<file path="src/core/pct_regs.vh">
// Register map, field layout and constants of the compare/capture/PWM timer.
// Assumes a 32-bit APB bus with word-aligned byte addresses.
`ifndef PCT_REGS_VH
`define PCT_REGS_VH

// ----------------------------------------------------------------------
// Register byte offsets
// ----------------------------------------------------------------------
`define PCT_ADDR_W        8
`define PCT_OFF_CTRL      8'h00
`define PCT_OFF_COUNT     8'h04
`define PCT_OFF_RELOAD    8'h08
`define PCT_OFF_PWM       8'h0c
`define PCT_OFF_DEADBAND  8'h10
`define PCT_OFF_STATUS    8'h14

// ----------------------------------------------------------------------
// Control register fields (timer_control_one)
// ----------------------------------------------------------------------
`define PCT_CTRL_W        11
`define PCT_CTRL_EN       0
`define PCT_CTRL_MODE_HI  2
`define PCT_CTRL_MODE_LO  1
`define PCT_CTRL_POL      3
`define PCT_CTRL_PRE_HI   6
`define PCT_CTRL_PRE_LO   4
`define PCT_CTRL_TIC_HI   9
`define PCT_CTRL_TIC_LO   8
`define PCT_CTRL_OUTEN    10
`define PCT_CTRL_RST      11'h000

// Mode codes
`define PCT_MODE_PWM      2'h0
`define PCT_MODE_DUAL     2'h1
`define PCT_MODE_CAPTURE  2'h2
`define PCT_MODE_COMPARE  2'h3

// Interrupt configuration codes
`define PCT_TIC_CAP_ONLY  2'h2
`define PCT_TIC_RLD_ONLY  2'h3

// ----------------------------------------------------------------------
// Counter, deadband and prescaler constants
// ----------------------------------------------------------------------
`define PCT_CNT_W         16
`define PCT_CNT_RESTART   16'h0001
`define PCT_CNT_RST       16'h0000
`define PCT_RELOAD_RST    16'hffff
`define PCT_DB_W          8
`define PCT_DB_MAX        8'h80
`define PCT_PRE_W         3
`define PCT_PRE_CNT_W     7

`endif

</file>
<file path="src/core/pct_timer.v">
// 16-bit compare/capture/PWM timer with an APB register slave.
// Assumes one 40 MHz clock, synchronous active-high reset, APB master
// and capture input synchronous to clk_in.
//
// The APB register port and the placing of the registers were decided locally.
`timescale 1ns/1ps
`default_nettype none
`include "pct_regs.vh"

module pct_timer
(
  input  wire                    clk_in,
  input  wire                    sys_rst_in,
  input  wire                    psel_in,
  input  wire                    penable_in,
  input  wire                    pwrite_in,
  input  wire [`PCT_ADDR_W-1:0]  paddr_in,
  input  wire [31:0]             pwdata_in,
  output reg  [31:0]             prdata_out,
  output reg                     pready_out,
  output reg                     pslverr_out,
  input  wire                    capture_in,
  output wire                    timer_out_out,
  output wire                    timer_out_n_out,
  output reg                     timer_irq_out
);

  // --------------------------------------------------------------------
  // Declarations
  // --------------------------------------------------------------------
  reg  [`PCT_CTRL_W-1:0] ctrl_reg;
  reg  [`PCT_CNT_W-1:0]  count_reg;
  reg  [`PCT_CNT_W-1:0]  count_next;
  reg  [`PCT_CNT_W-1:0]  reload_reg;
  reg  [`PCT_CNT_W-1:0]  pwm_reg;
  reg  [`PCT_CNT_W-1:0]  pwm_next;
  reg  [`PCT_DB_W-1:0]   db_reg;
  reg                    level_reg;
  reg                    level_next;
  reg                    irq_next;
  reg                    cap_prev_reg;
  reg                    cap_event;
  reg                    reload_event;
  reg  [31:0]            rd_mux;
  reg                    addr_ok;

  wire                   enable;
  wire [1:0]             mode;
  wire                   pol;
  wire [`PCT_PRE_W-1:0]  pre_sel;
  wire [1:0]             tic;
  wire                   out_en;
  wire                   tick;
  wire                   wr_acc;
  wire                   setup;
  wire [1:0]             db_target;
  wire [1:0]             db_pins;
  wire [`PCT_DB_W-1:0]   db_limited;

  assign enable  = ctrl_reg[`PCT_CTRL_EN];
  assign mode    = ctrl_reg[`PCT_CTRL_MODE_HI:`PCT_CTRL_MODE_LO];
  assign pol     = ctrl_reg[`PCT_CTRL_POL];
  assign pre_sel = ctrl_reg[`PCT_CTRL_PRE_HI:`PCT_CTRL_PRE_LO];
  assign tic     = ctrl_reg[`PCT_CTRL_TIC_HI:`PCT_CTRL_TIC_LO];
  assign out_en  = ctrl_reg[`PCT_CTRL_OUTEN];

  // --------------------------------------------------------------------
  // Interrupt source filter for capture mode
  // --------------------------------------------------------------------
  function irq_allowed;
    input [1:0] cfg;
    input       is_capture;
    begin
      case (cfg)
        `PCT_TIC_CAP_ONLY: irq_allowed = is_capture;
        `PCT_TIC_RLD_ONLY: irq_allowed = !is_capture;
        default:           irq_allowed = 1'b1;
      endcase
    end
  endfunction

  // --------------------------------------------------------------------
  // Prescaler
  // --------------------------------------------------------------------
  pct_prescaler u_pre
  (
    .clk_in     (clk_in),
    .sys_rst_in (sys_rst_in),
    .run_in     (enable),
    .div_sel_in (pre_sel),
    .tick_out   (tick)
  );

  // --------------------------------------------------------------------
  // APB slave: one wait-free access phase, pready asserted every access
  // --------------------------------------------------------------------
  assign setup  = psel_in & ~penable_in;
  assign wr_acc = psel_in & penable_in & pready_out & pwrite_in;

  always @*
  begin
    addr_ok = 1'b1;
    rd_mux  = 32'h0000_0000;
    case (paddr_in)
      `PCT_OFF_CTRL:     rd_mux[`PCT_CTRL_W-1:0] = ctrl_reg;
      `PCT_OFF_COUNT:    rd_mux[`PCT_CNT_W-1:0]  = count_reg;
      `PCT_OFF_RELOAD:   rd_mux[`PCT_CNT_W-1:0]  = reload_reg;
      `PCT_OFF_PWM:      rd_mux[`PCT_CNT_W-1:0]  = pwm_reg;
      `PCT_OFF_DEADBAND: rd_mux[`PCT_DB_W-1:0]   = db_reg;
      `PCT_OFF_STATUS:   rd_mux[2:0] = {db_pins, level_reg};
      default:           addr_ok = 1'b0;
    endcase
  end

  always @(posedge clk_in)
  begin
    if (sys_rst_in)
    begin
      pready_out  <= 1'b0;
      pslverr_out <= 1'b0;
      prdata_out  <= 32'h0000_0000;
    end
    else
    begin
      // Ready and data are prepared in setup so the answer is a flop
      pready_out  <= setup;
      pslverr_out <= setup & ~addr_ok;
      if (setup && !pwrite_in)
        prdata_out <= rd_mux;
    end
  end

  // --------------------------------------------------------------------
  // Configuration registers
  // --------------------------------------------------------------------
  always @(posedge clk_in)
  begin
    if (sys_rst_in)
    begin
      ctrl_reg   <= `PCT_CTRL_RST;
      reload_reg <= `PCT_RELOAD_RST;
      db_reg     <= {`PCT_DB_W{1'b0}};
    end
    else if (wr_acc)
    begin
      // Setup order is left to software; enable takes effect on write
      if (paddr_in == `PCT_OFF_CTRL)
        ctrl_reg <= pwdata_in[`PCT_CTRL_W-1:0];
      if (paddr_in == `PCT_OFF_RELOAD)
        reload_reg <= pwdata_in[`PCT_CNT_W-1:0];
      if (paddr_in == `PCT_OFF_DEADBAND)
        db_reg <= pwdata_in[`PCT_DB_W-1:0];
    end
  end

  // Values above the longest deadband are clamped
  assign db_limited = (db_reg > `PCT_DB_MAX) ? `PCT_DB_MAX : db_reg;

  // --------------------------------------------------------------------
  // Event detection
  // --------------------------------------------------------------------
  always @*
  begin
    cap_event    = enable & (mode == `PCT_MODE_CAPTURE) &
                   capture_in & ~cap_prev_reg;
    reload_event = enable & tick & (count_reg == reload_reg);
  end

  // --------------------------------------------------------------------
  // Counter, output level and interrupt
  // --------------------------------------------------------------------
  always @*
  begin
    count_next = count_reg;
    pwm_next   = pwm_reg;
    level_next = level_reg;
    irq_next   = 1'b0;
    if (!enable)
      // Idle level is the programmed start level
      level_next = pol;
    else
    begin
      case (mode)
        `PCT_MODE_PWM, `PCT_MODE_DUAL:
        begin
          if (reload_event)
          begin
            count_next = `PCT_CNT_RESTART;
            level_next = pol;
            irq_next   = 1'b1;
          end
          else if (tick)
          begin
            // A start count other than 0001H just runs up to reload
            count_next = count_reg + `PCT_CNT_RESTART;
            if (count_reg == pwm_reg)
              level_next = ~level_reg;
          end
        end
        `PCT_MODE_CAPTURE:
        begin
          if (reload_event)
          begin
            count_next = `PCT_CNT_RESTART;
            irq_next   = irq_allowed(tic, 1'b0);
          end
          else if (tick)
            count_next = count_reg + `PCT_CNT_RESTART;
          if (cap_event)
          begin
            // Raw count; software scales by the prescale divisor
            pwm_next = count_reg;
            irq_next = irq_next | irq_allowed(tic, 1'b1);
          end
        end
        `PCT_MODE_COMPARE:
        begin
          if (tick)
          begin
            // Natural 16-bit wrap, no restart at the match
            count_next = count_reg + `PCT_CNT_RESTART;
            if (count_reg == reload_reg)
            begin
              irq_next   = 1'b1;
              level_next = ~level_reg;
            end
          end
        end
        default:
        begin
          count_next = count_reg;
        end
      endcase
    end
  end

  always @(posedge clk_in)
  begin
    if (sys_rst_in)
    begin
      count_reg     <= `PCT_CNT_RST;
      pwm_reg       <= `PCT_CNT_RST;
      level_reg     <= 1'b0;
      cap_prev_reg  <= 1'b0;
      timer_irq_out <= 1'b0;
    end
    else
    begin
      cap_prev_reg  <= capture_in;
      level_reg     <= level_next;
      timer_irq_out <= irq_next;
      // Software write of the count overrides counting
      if (wr_acc && paddr_in == `PCT_OFF_COUNT)
        count_reg <= pwdata_in[`PCT_CNT_W-1:0];
      else
        count_reg <= count_next;
      // A capture in the same cycle as a software write wins
      if (cap_event)
        pwm_reg <= pwm_next;
      else if (wr_acc && paddr_in == `PCT_OFF_PWM)
        pwm_reg <= pwdata_in[`PCT_CNT_W-1:0];
    end
  end

  // --------------------------------------------------------------------
  // Output pins with deadband
  // --------------------------------------------------------------------
  // The complement pin is only used in dual mode; the pins stay low
  // while the output function is disabled.
  assign db_target[0] = out_en & level_reg & (mode != `PCT_MODE_CAPTURE);
  assign db_target[1] = out_en & ~level_reg & enable &
                        (mode == `PCT_MODE_DUAL);

  pct_deadband u_db
  (
    .clk_in     (clk_in),
    .sys_rst_in (sys_rst_in),
    .target_in  (db_target),
    .delay_in   (db_limited),
    .pin_out    (db_pins)
  );

  assign timer_out_out   = db_pins[0];
  assign timer_out_n_out = db_pins[1];

endmodule // pct_timer

`default_nettype wire

</file>
<file path="src/core/pct_prescaler.v">
// Prescaler: divides the system clock by 2^div_sel (1 to 128).
// Assumes a single clock and a synchronous active-high reset.
`timescale 1ns/1ps
`default_nettype none
`include "pct_regs.vh"

module pct_prescaler
(
  input  wire                      clk_in,
  input  wire                      sys_rst_in,
  input  wire                      run_in,
  input  wire [`PCT_PRE_W-1:0]     div_sel_in,
  output wire                      tick_out
);

  reg  [`PCT_PRE_CNT_W-1:0] cnt_reg;
  wire [`PCT_PRE_CNT_W-1:0] term;

  // Terminal count is 2^n - 1, so the count runs 0 .. 2^n - 1
  assign term     = ~({`PCT_PRE_CNT_W{1'b1}} << div_sel_in);
  assign tick_out = run_in & (cnt_reg == term);

  always @(posedge clk_in)
  begin
    if (sys_rst_in || !run_in || tick_out)
      cnt_reg <= {`PCT_PRE_CNT_W{1'b0}};
    else
      cnt_reg <= cnt_reg + {{(`PCT_PRE_CNT_W-1){1'b0}}, 1'b1};
  end

endmodule // pct_prescaler

`default_nettype wire

</file>
<file path="src/core/pct_deadband.v">
// Deadband generator for a pair of outputs.
// Each output falls at once and rises only after its target has been
// high for deadband cycles. Assumes one clock, synchronous reset.
`timescale 1ns/1ps
`default_nettype none
`include "pct_regs.vh"

module pct_deadband
(
  input  wire                  clk_in,
  input  wire                  sys_rst_in,
  input  wire [1:0]            target_in,
  input  wire [`PCT_DB_W-1:0]  delay_in,
  output wire [1:0]            pin_out
);

  genvar g;

  generate
    for (g = 0; g < 2; g = g + 1)
    begin : g_chan
      reg [`PCT_DB_W-1:0] wait_reg;
      reg                 pin_reg;

      assign pin_out[g] = pin_reg;

      always @(posedge clk_in)
      begin
        if (sys_rst_in || !target_in[g])
        begin
          wait_reg <= {`PCT_DB_W{1'b0}};
          pin_reg  <= 1'b0;
        end
        else if (wait_reg >= delay_in)
          pin_reg  <= 1'b1;
        else
          wait_reg <= wait_reg + {{(`PCT_DB_W-1){1'b0}}, 1'b1};
      end
    end
  endgenerate

endmodule // pct_deadband

`default_nettype wire

</file>
<file path="config.mk">
export PLATFORM = sky130hd
export DESIGN_NAME = pct_timer
export DESIGN_NICKNAME = d
export VERILOG_FILES = /design/src/core/pct_timer.v /design/src/core/pct_prescaler.v /design/src/core/pct_deadband.v
export VERILOG_INCLUDE_DIRS = /design/src /design/src/core
export SDC_FILE = /design/constraint.sdc
export NUM_CORES = 1
export LEC_CHECK = 0
export ABC_AREA = 1
export BUFFER_PORTS_ARGS = -buffer_cell sky130_fd_sc_hd__buf_2
export CORE_MARGIN = 2
export CORE_UTILIZATION = 41
export CTS_BUF_LIST = sky130_fd_sc_hd__clkbuf_4 sky130_fd_sc_hd__clkbuf_8
export DETAILED_ROUTE_END_ITERATION = 10
export SLEW_MARGIN = 20
export SYNTH_ARGS = -nofsm -noshare
export SYNTH_HDL_FRONTEND = slang
export SYNTH_SLANG_ARGS = --single-unit
</file>
<file path="constraint.sdc">
create_clock -name clk_in -period 6.8 [get_ports clk_in]
set_clock_uncertainty 0.2 [all_clocks]
set_input_delay 1.36 -clock clk_in [delete_from_list [all_inputs] [get_ports clk_in]]
set_output_delay 1.36 -clock clk_in [all_outputs]
set_load 0.005 [all_outputs]
</file>
; ---- After elaboration in Yosys (flattened, before gate mapping)
; Index checks and enable logic that the tools add are counted.
[classes]
add_sub_neg = 4
mul = 0
div = 0
magnitude_cmp = 3
eq_ne = 21
n_shift = 1
mux = 35
n_bitwise = 23
n_reduce_logical = 24
[ops]
columns = cell, count
row1 = two-way mux 16 bit, 8
row2 = equality test 16 bit, 2
row3 = one-hot mux 16 bit (2 select lines), 1
row4 = one-hot mux 5 bit (5 select lines), 1
row5 = two-way mux 1 bit, 19
row6 = one-hot mux 3 bit (6 select lines), 1
row7 = adder 16 x 1 -> 16 bit (second input constant), 1
row8 = adder 8 x 1 -> 8 bit (second input constant), 2
row9 = bitwise AND 1 bit, 16
row10 = equality test 8 x 4 -> 1 bit (second input constant), 2
row11 = equality test 8 x 5 -> 1 bit (second input constant), 2
row12 = greater-or-equal comparator 8 bit, 2
row13 = one-hot mux 5 bit (3 select lines), 1
row14 = one-hot mux 3 bit (4 select lines), 1
row15 = equality test 2 bit (second input constant), 4
row16 = equality test 8 x 3 -> 1 bit (second input constant), 1
row17 = greater-than comparator 8 bit (second input constant), 1
row18 = zero test 8 bit, 1
row19 = two-way mux 8 bit, 1
row20 = != test 4 bit (second input constant), 2
row21 = adder 7 x 1 -> 7 bit (second input constant), 1
row22 = equality test 7 bit, 1
row23 = inverter 7 bit, 1
row24 = << shifter 7 x 3 -> 7 bit (first input constant), 1
row25 = other kinds (20), 38
[totals]
reg_bits = 113
latch_bits = 0
ramBits = 0
rom_bits = 0
inputBits = 46
out_inout_bits = 37
elab_cells = 127
n_memories = 0

; ---- Logic depth before layout (Yosys ltp)
[depth]
depth_word = 12
mapped_depth = 15
ltp_nobuf = 14

; ---- By module
; Synthesis repeated with hierarchy kept, for this count alone.
[hier_totals]
hier_cells = 1074
hier_area_um2 = 7008.0
[modules_own_cells]
columns = mod, n_inst, cells_per_inst, area_per_inst_um2, seq_area_each_um2
row1 = pct_timer, 1, 785, 5148.7, 1761.7
row2 = pct_deadband, 1, 214, 1396.3, 360.3
row3 = pct_prescaler, 1, 75, 462.9, 140.1

; ---- Worst setup path after synthesis
; Ideal clock, no wire load.
[synth_timing]
kind = input -> register
from = input port paddr_in[1]
to = register count_reg[6]
setup_time_ps = 132
arrival_ps = 2561
setup_slack_ps = 3906
cell_stages = 9
path_cell_list = nor2_1 -> nand2_1 -> nor2_1 -> nand2_1 -> nor2_1 -> inv_2 -> buf_4 -> nand3_1 -> a21oi_1
[synth_via]
elab_chain_cells = 3
word_cells_on_any_way = 4
[synth_lines]
columns = element, line
row1 = "start, declared", pct_timer.v:17  ; input wire [`PCT_ADDR_W-1:0] paddr_in,
row2 = equality test 8 x 3 -> 1 bit (*), -
row3 = logical AND 1 bit (no source line) (*), -
row4 = two-way mux 16 bit or nonzero test 2 bit (tied branches), -
row5 = "end signal, assigned", pct_timer.v:241  ; count_reg <= `PCT_CNT_RST;
row6 = "end signal, assigned", pct_timer.v:254  ; count_reg <= pwdata_in[`PCT_CNT_W-1:0];
row7 = "end signal, assigned", pct_timer.v:256  ; count_reg <= count_next;
row8 = "end, declared", pct_timer.v:32  ; reg [`PCT_CNT_W-1:0] count_reg;
; Mark *: on every way between the ends. The rest lies on a longest branch, timed or not.
; A chain may end at the register's enable or synchronous reset.

; ---- Worst setup path in the final report
[layout_timing]
from = input port paddr_in[1]
to = register count_reg[0]
; Same word-level chain as after synthesis.

==> metrics.cfg <==
[run_status]
status=completed

[worst_setup_path]
end_kind=flip-flop
cp_common_cell=nor2_1
required_ns=6.92
r2r-end=u_db.g_chan[0].wait_reg[4]
cp_data_arrival_time_ns=3.78
crit_chain=buf_2 > nor2_1 > nand2_1 > nor2_1 > nand2_1 > nor2_1 > inv_2 > o21ai_0 > a41oi_1
r2r-start=db_reg[0]
rr_worst_depth=11
cp_max_fo=17
ff2ff_setup_slack_ns=3.40
cp_slowest_cell=nor2_1
start_kind=input port
max_stage_delay_ns=0.80
crit_type=input port to flip-flop

[detailed_routing]
vias=6380
remaining_drc_errors=0
dr.pass1.iters=5
viasPerCell=5.22
wl_per_cell_um=16.0
wl_um=19500
ant_nets=0
drtIter0Drc=513

[grt]
grt_pass1_vias=5785
grt_pass1_wl_um=30800
track_usage=0.236
antenna_found_initial=0
grt_max_degree=54
grt_overflow=0

[yosys]
avgSynthCellArea_um2=6.90
ys_types=49
synthCells=959
yosysTopAreaCellShare=0.342
synth_flop_cell=dfxtp_1
synth_area_leaders=dfxtp_1 34%, nand2_1 14%, a21oi_1 5.3%, inv_1 5.1%, o21ai_0 4.5%
yosysTopAreaCell=dfxtp_1
synth_seq_cells=113
synth_warnings=0
async_reset_ff_frac=0
syn_area_um2=6620
synth-edff-count=0
ys_seq_area_frac=0.342

[clocking]
clock-root-buffer=clkbuf_8
cts_resized=0
cts.sink_count=113
h-tree-depth=4
path_clk_slew_ns=0.08
cts_buffers=17
clockBufferDepth=2
cts_setup_buffers=0
clk_latency_ns=0.45
postCtsHoldBufs=0
cts_tree=built

[min_path]
hold_end=prdata_out[11]
min-delay-start=prdata_out[11]
hold_path_class=flip-flop to flip-flop
holdPathStages=2

[timing]
final.min_clock_period_ns=3.66
finalMaxSlewViolations=0
clock.fmax_ghz=0.273
worst_pin_slew_ns=0.935
period_share=0.538
hold_violations=0
setup_viol=0
setup_tns_ns=0
rsz0062_at_grt=no
relSlewSlack=0.376

[placement]
placedCellCount=1190
port_buffers=50
gp_congestion=0.908
dp_hpwl_um=14000

[cells_and_area]
drive_gt1_frac=0.117
nets=1059
fillerInstances=1691
final_core_util=0.465
final_cells=1222
diodes=0
area_delta_synth_final_pct=11.1

[floorplan]
die_h_um=131
rows=46
fp.coreArea_um2=15800
fp.dieW_um=131
initial_core_util=0.418
design.die.area_um2=17200
io_pins=83

[pwr]
leakage_nw=2.97
cellPowerDensity_nw_per_um2=196
irDropWorstVdd_v=0.000168

[job]
cap_violations=0

## through the flow
stage / cell area [um2] / worst slack, ns / hold WS (ns) / power, W
2_1_floorplan: 6670 / 3.91 / 0.241 / 0.000710
3_3_place_gp: 6900 / 2.66 / 0.256 / 0.000728
3_5_place_dp: 6900 / 2.65 / 0.255 / 0.000728
4_1_cts: 7350 / 3.13 / 0.266 / 0.00146
5_1_grt: 7350 / 2.87 / 0.293 / 0.00149
6_report: 7350 / 3.14 / 0.260 / 0.00144
## placed cells by master, fill, tap and decap left out, types with 3 or more instances in the layout
cell and n:
ha_1 20, inv_1 90, a21oi_1 70, bufinv_16 4, buf_4 7, a221oi_1 5
nand3_2 3, conb_1 16, clkinv_2 4, o21ai_0 59, buf_2 50, xor2_1 25
inv_2 7, nor3_1 17, nor2_2 3, dfxtp_1 113, nor4_1 3, a211oi_1 8
o21a_1 6, o211ai_1 13, xnor2_1 17, nor2_1 76, a31oi_1 17, nand4_1 10
o21ai_1 14, nand2_1 241, clkbuf_8 21, o22ai_1 5, nand3_1 49, o21ai_2 8
## routing by layer
layer	global-route usage	vias up	wire (um)
li1	-	3224	-
met1	0.317	2949	9060
met2	0.377	174	9080
met3	0.0525	33	972
met4	0.0763	0	379
met5	0	-	0
## where the power goes
group	switching [W]	internal, W
sequential	0.00000171	0.000665
clock	0.000290	0.000440
combinational	0.0000331	0.0000136
## layout make-up
type / count / area (um2) / area share
multi-input cells: 707 / 3700 / 0.503
flip-flops and latches: 113 / 2260 / 0.308
inverters: 97 / 364 / 0.0495
repair buffers: 57 / 303 / 0.0412
clock buffers: 22 / 297 / 0.0403
well taps: 216 / 270 / 0.0368
clock inverters: 10 / 155 / 0.0211
## worst max-delay path: cells and delay by family
family / cells / cell delay, ns
and+or+nand+nor: 5 / 1.66
buffers and inverters: 2 / 0.44
AOI/OAI and AO/OA: 2 / 0.30
## how the worst max path moves through the flow
stage | startpoint | endpoint | slack, ns
after global placement | paddr_in[1] | count_reg[0] | 2.66
after floorplan | paddr_in[1] | count_reg[6] | 3.91
after global routing | paddr_in[1] | count_reg[0] | 2.87
final | paddr_in[1] | count_reg[0] | 3.14
after detailed placement | paddr_in[1] | count_reg[0] | 2.65
after CTS | paddr_in[1] | count_reg[0] | 3.13
## cells in the mapped netlist (all sizes together), types with 2 or more instances
| cell type | count |
|---|---|
| nor2 | 81 |
| clkbuf | 23 |
| xnor2 | 17 |
| a31oi | 17 |
| nand4 | 10 |
| dfxtp | 113 |
| a211oi | 8 |
| ha | 20 |
| and2 | 2 |
| nand3 | 53 |
| a41oi | 2 |
| buf | 34 |
| a21oi | 71 |
| nor3 | 17 |
| o22ai | 5 |
| o21a | 6 |
| xor2 | 25 |
| o221ai | 2 |
| o21ai | 81 |
| a221oi | 5 |
| o211ai | 13 |
| nor4 | 4 |
| inv | 96 |
| nand2 | 243 |
## cell families after synthesis
family          after synthesis  synth area share
fa+ha+maj                    20            0.0378
compound gates              216             0.191
simple gates                413             0.266
xor+xnor                     42            0.0556
buf+inv                     154             0.107
flops                       113             0.342
other cells                   1          0.000567
Note: power is estimated with default switching activity, not from simulation.
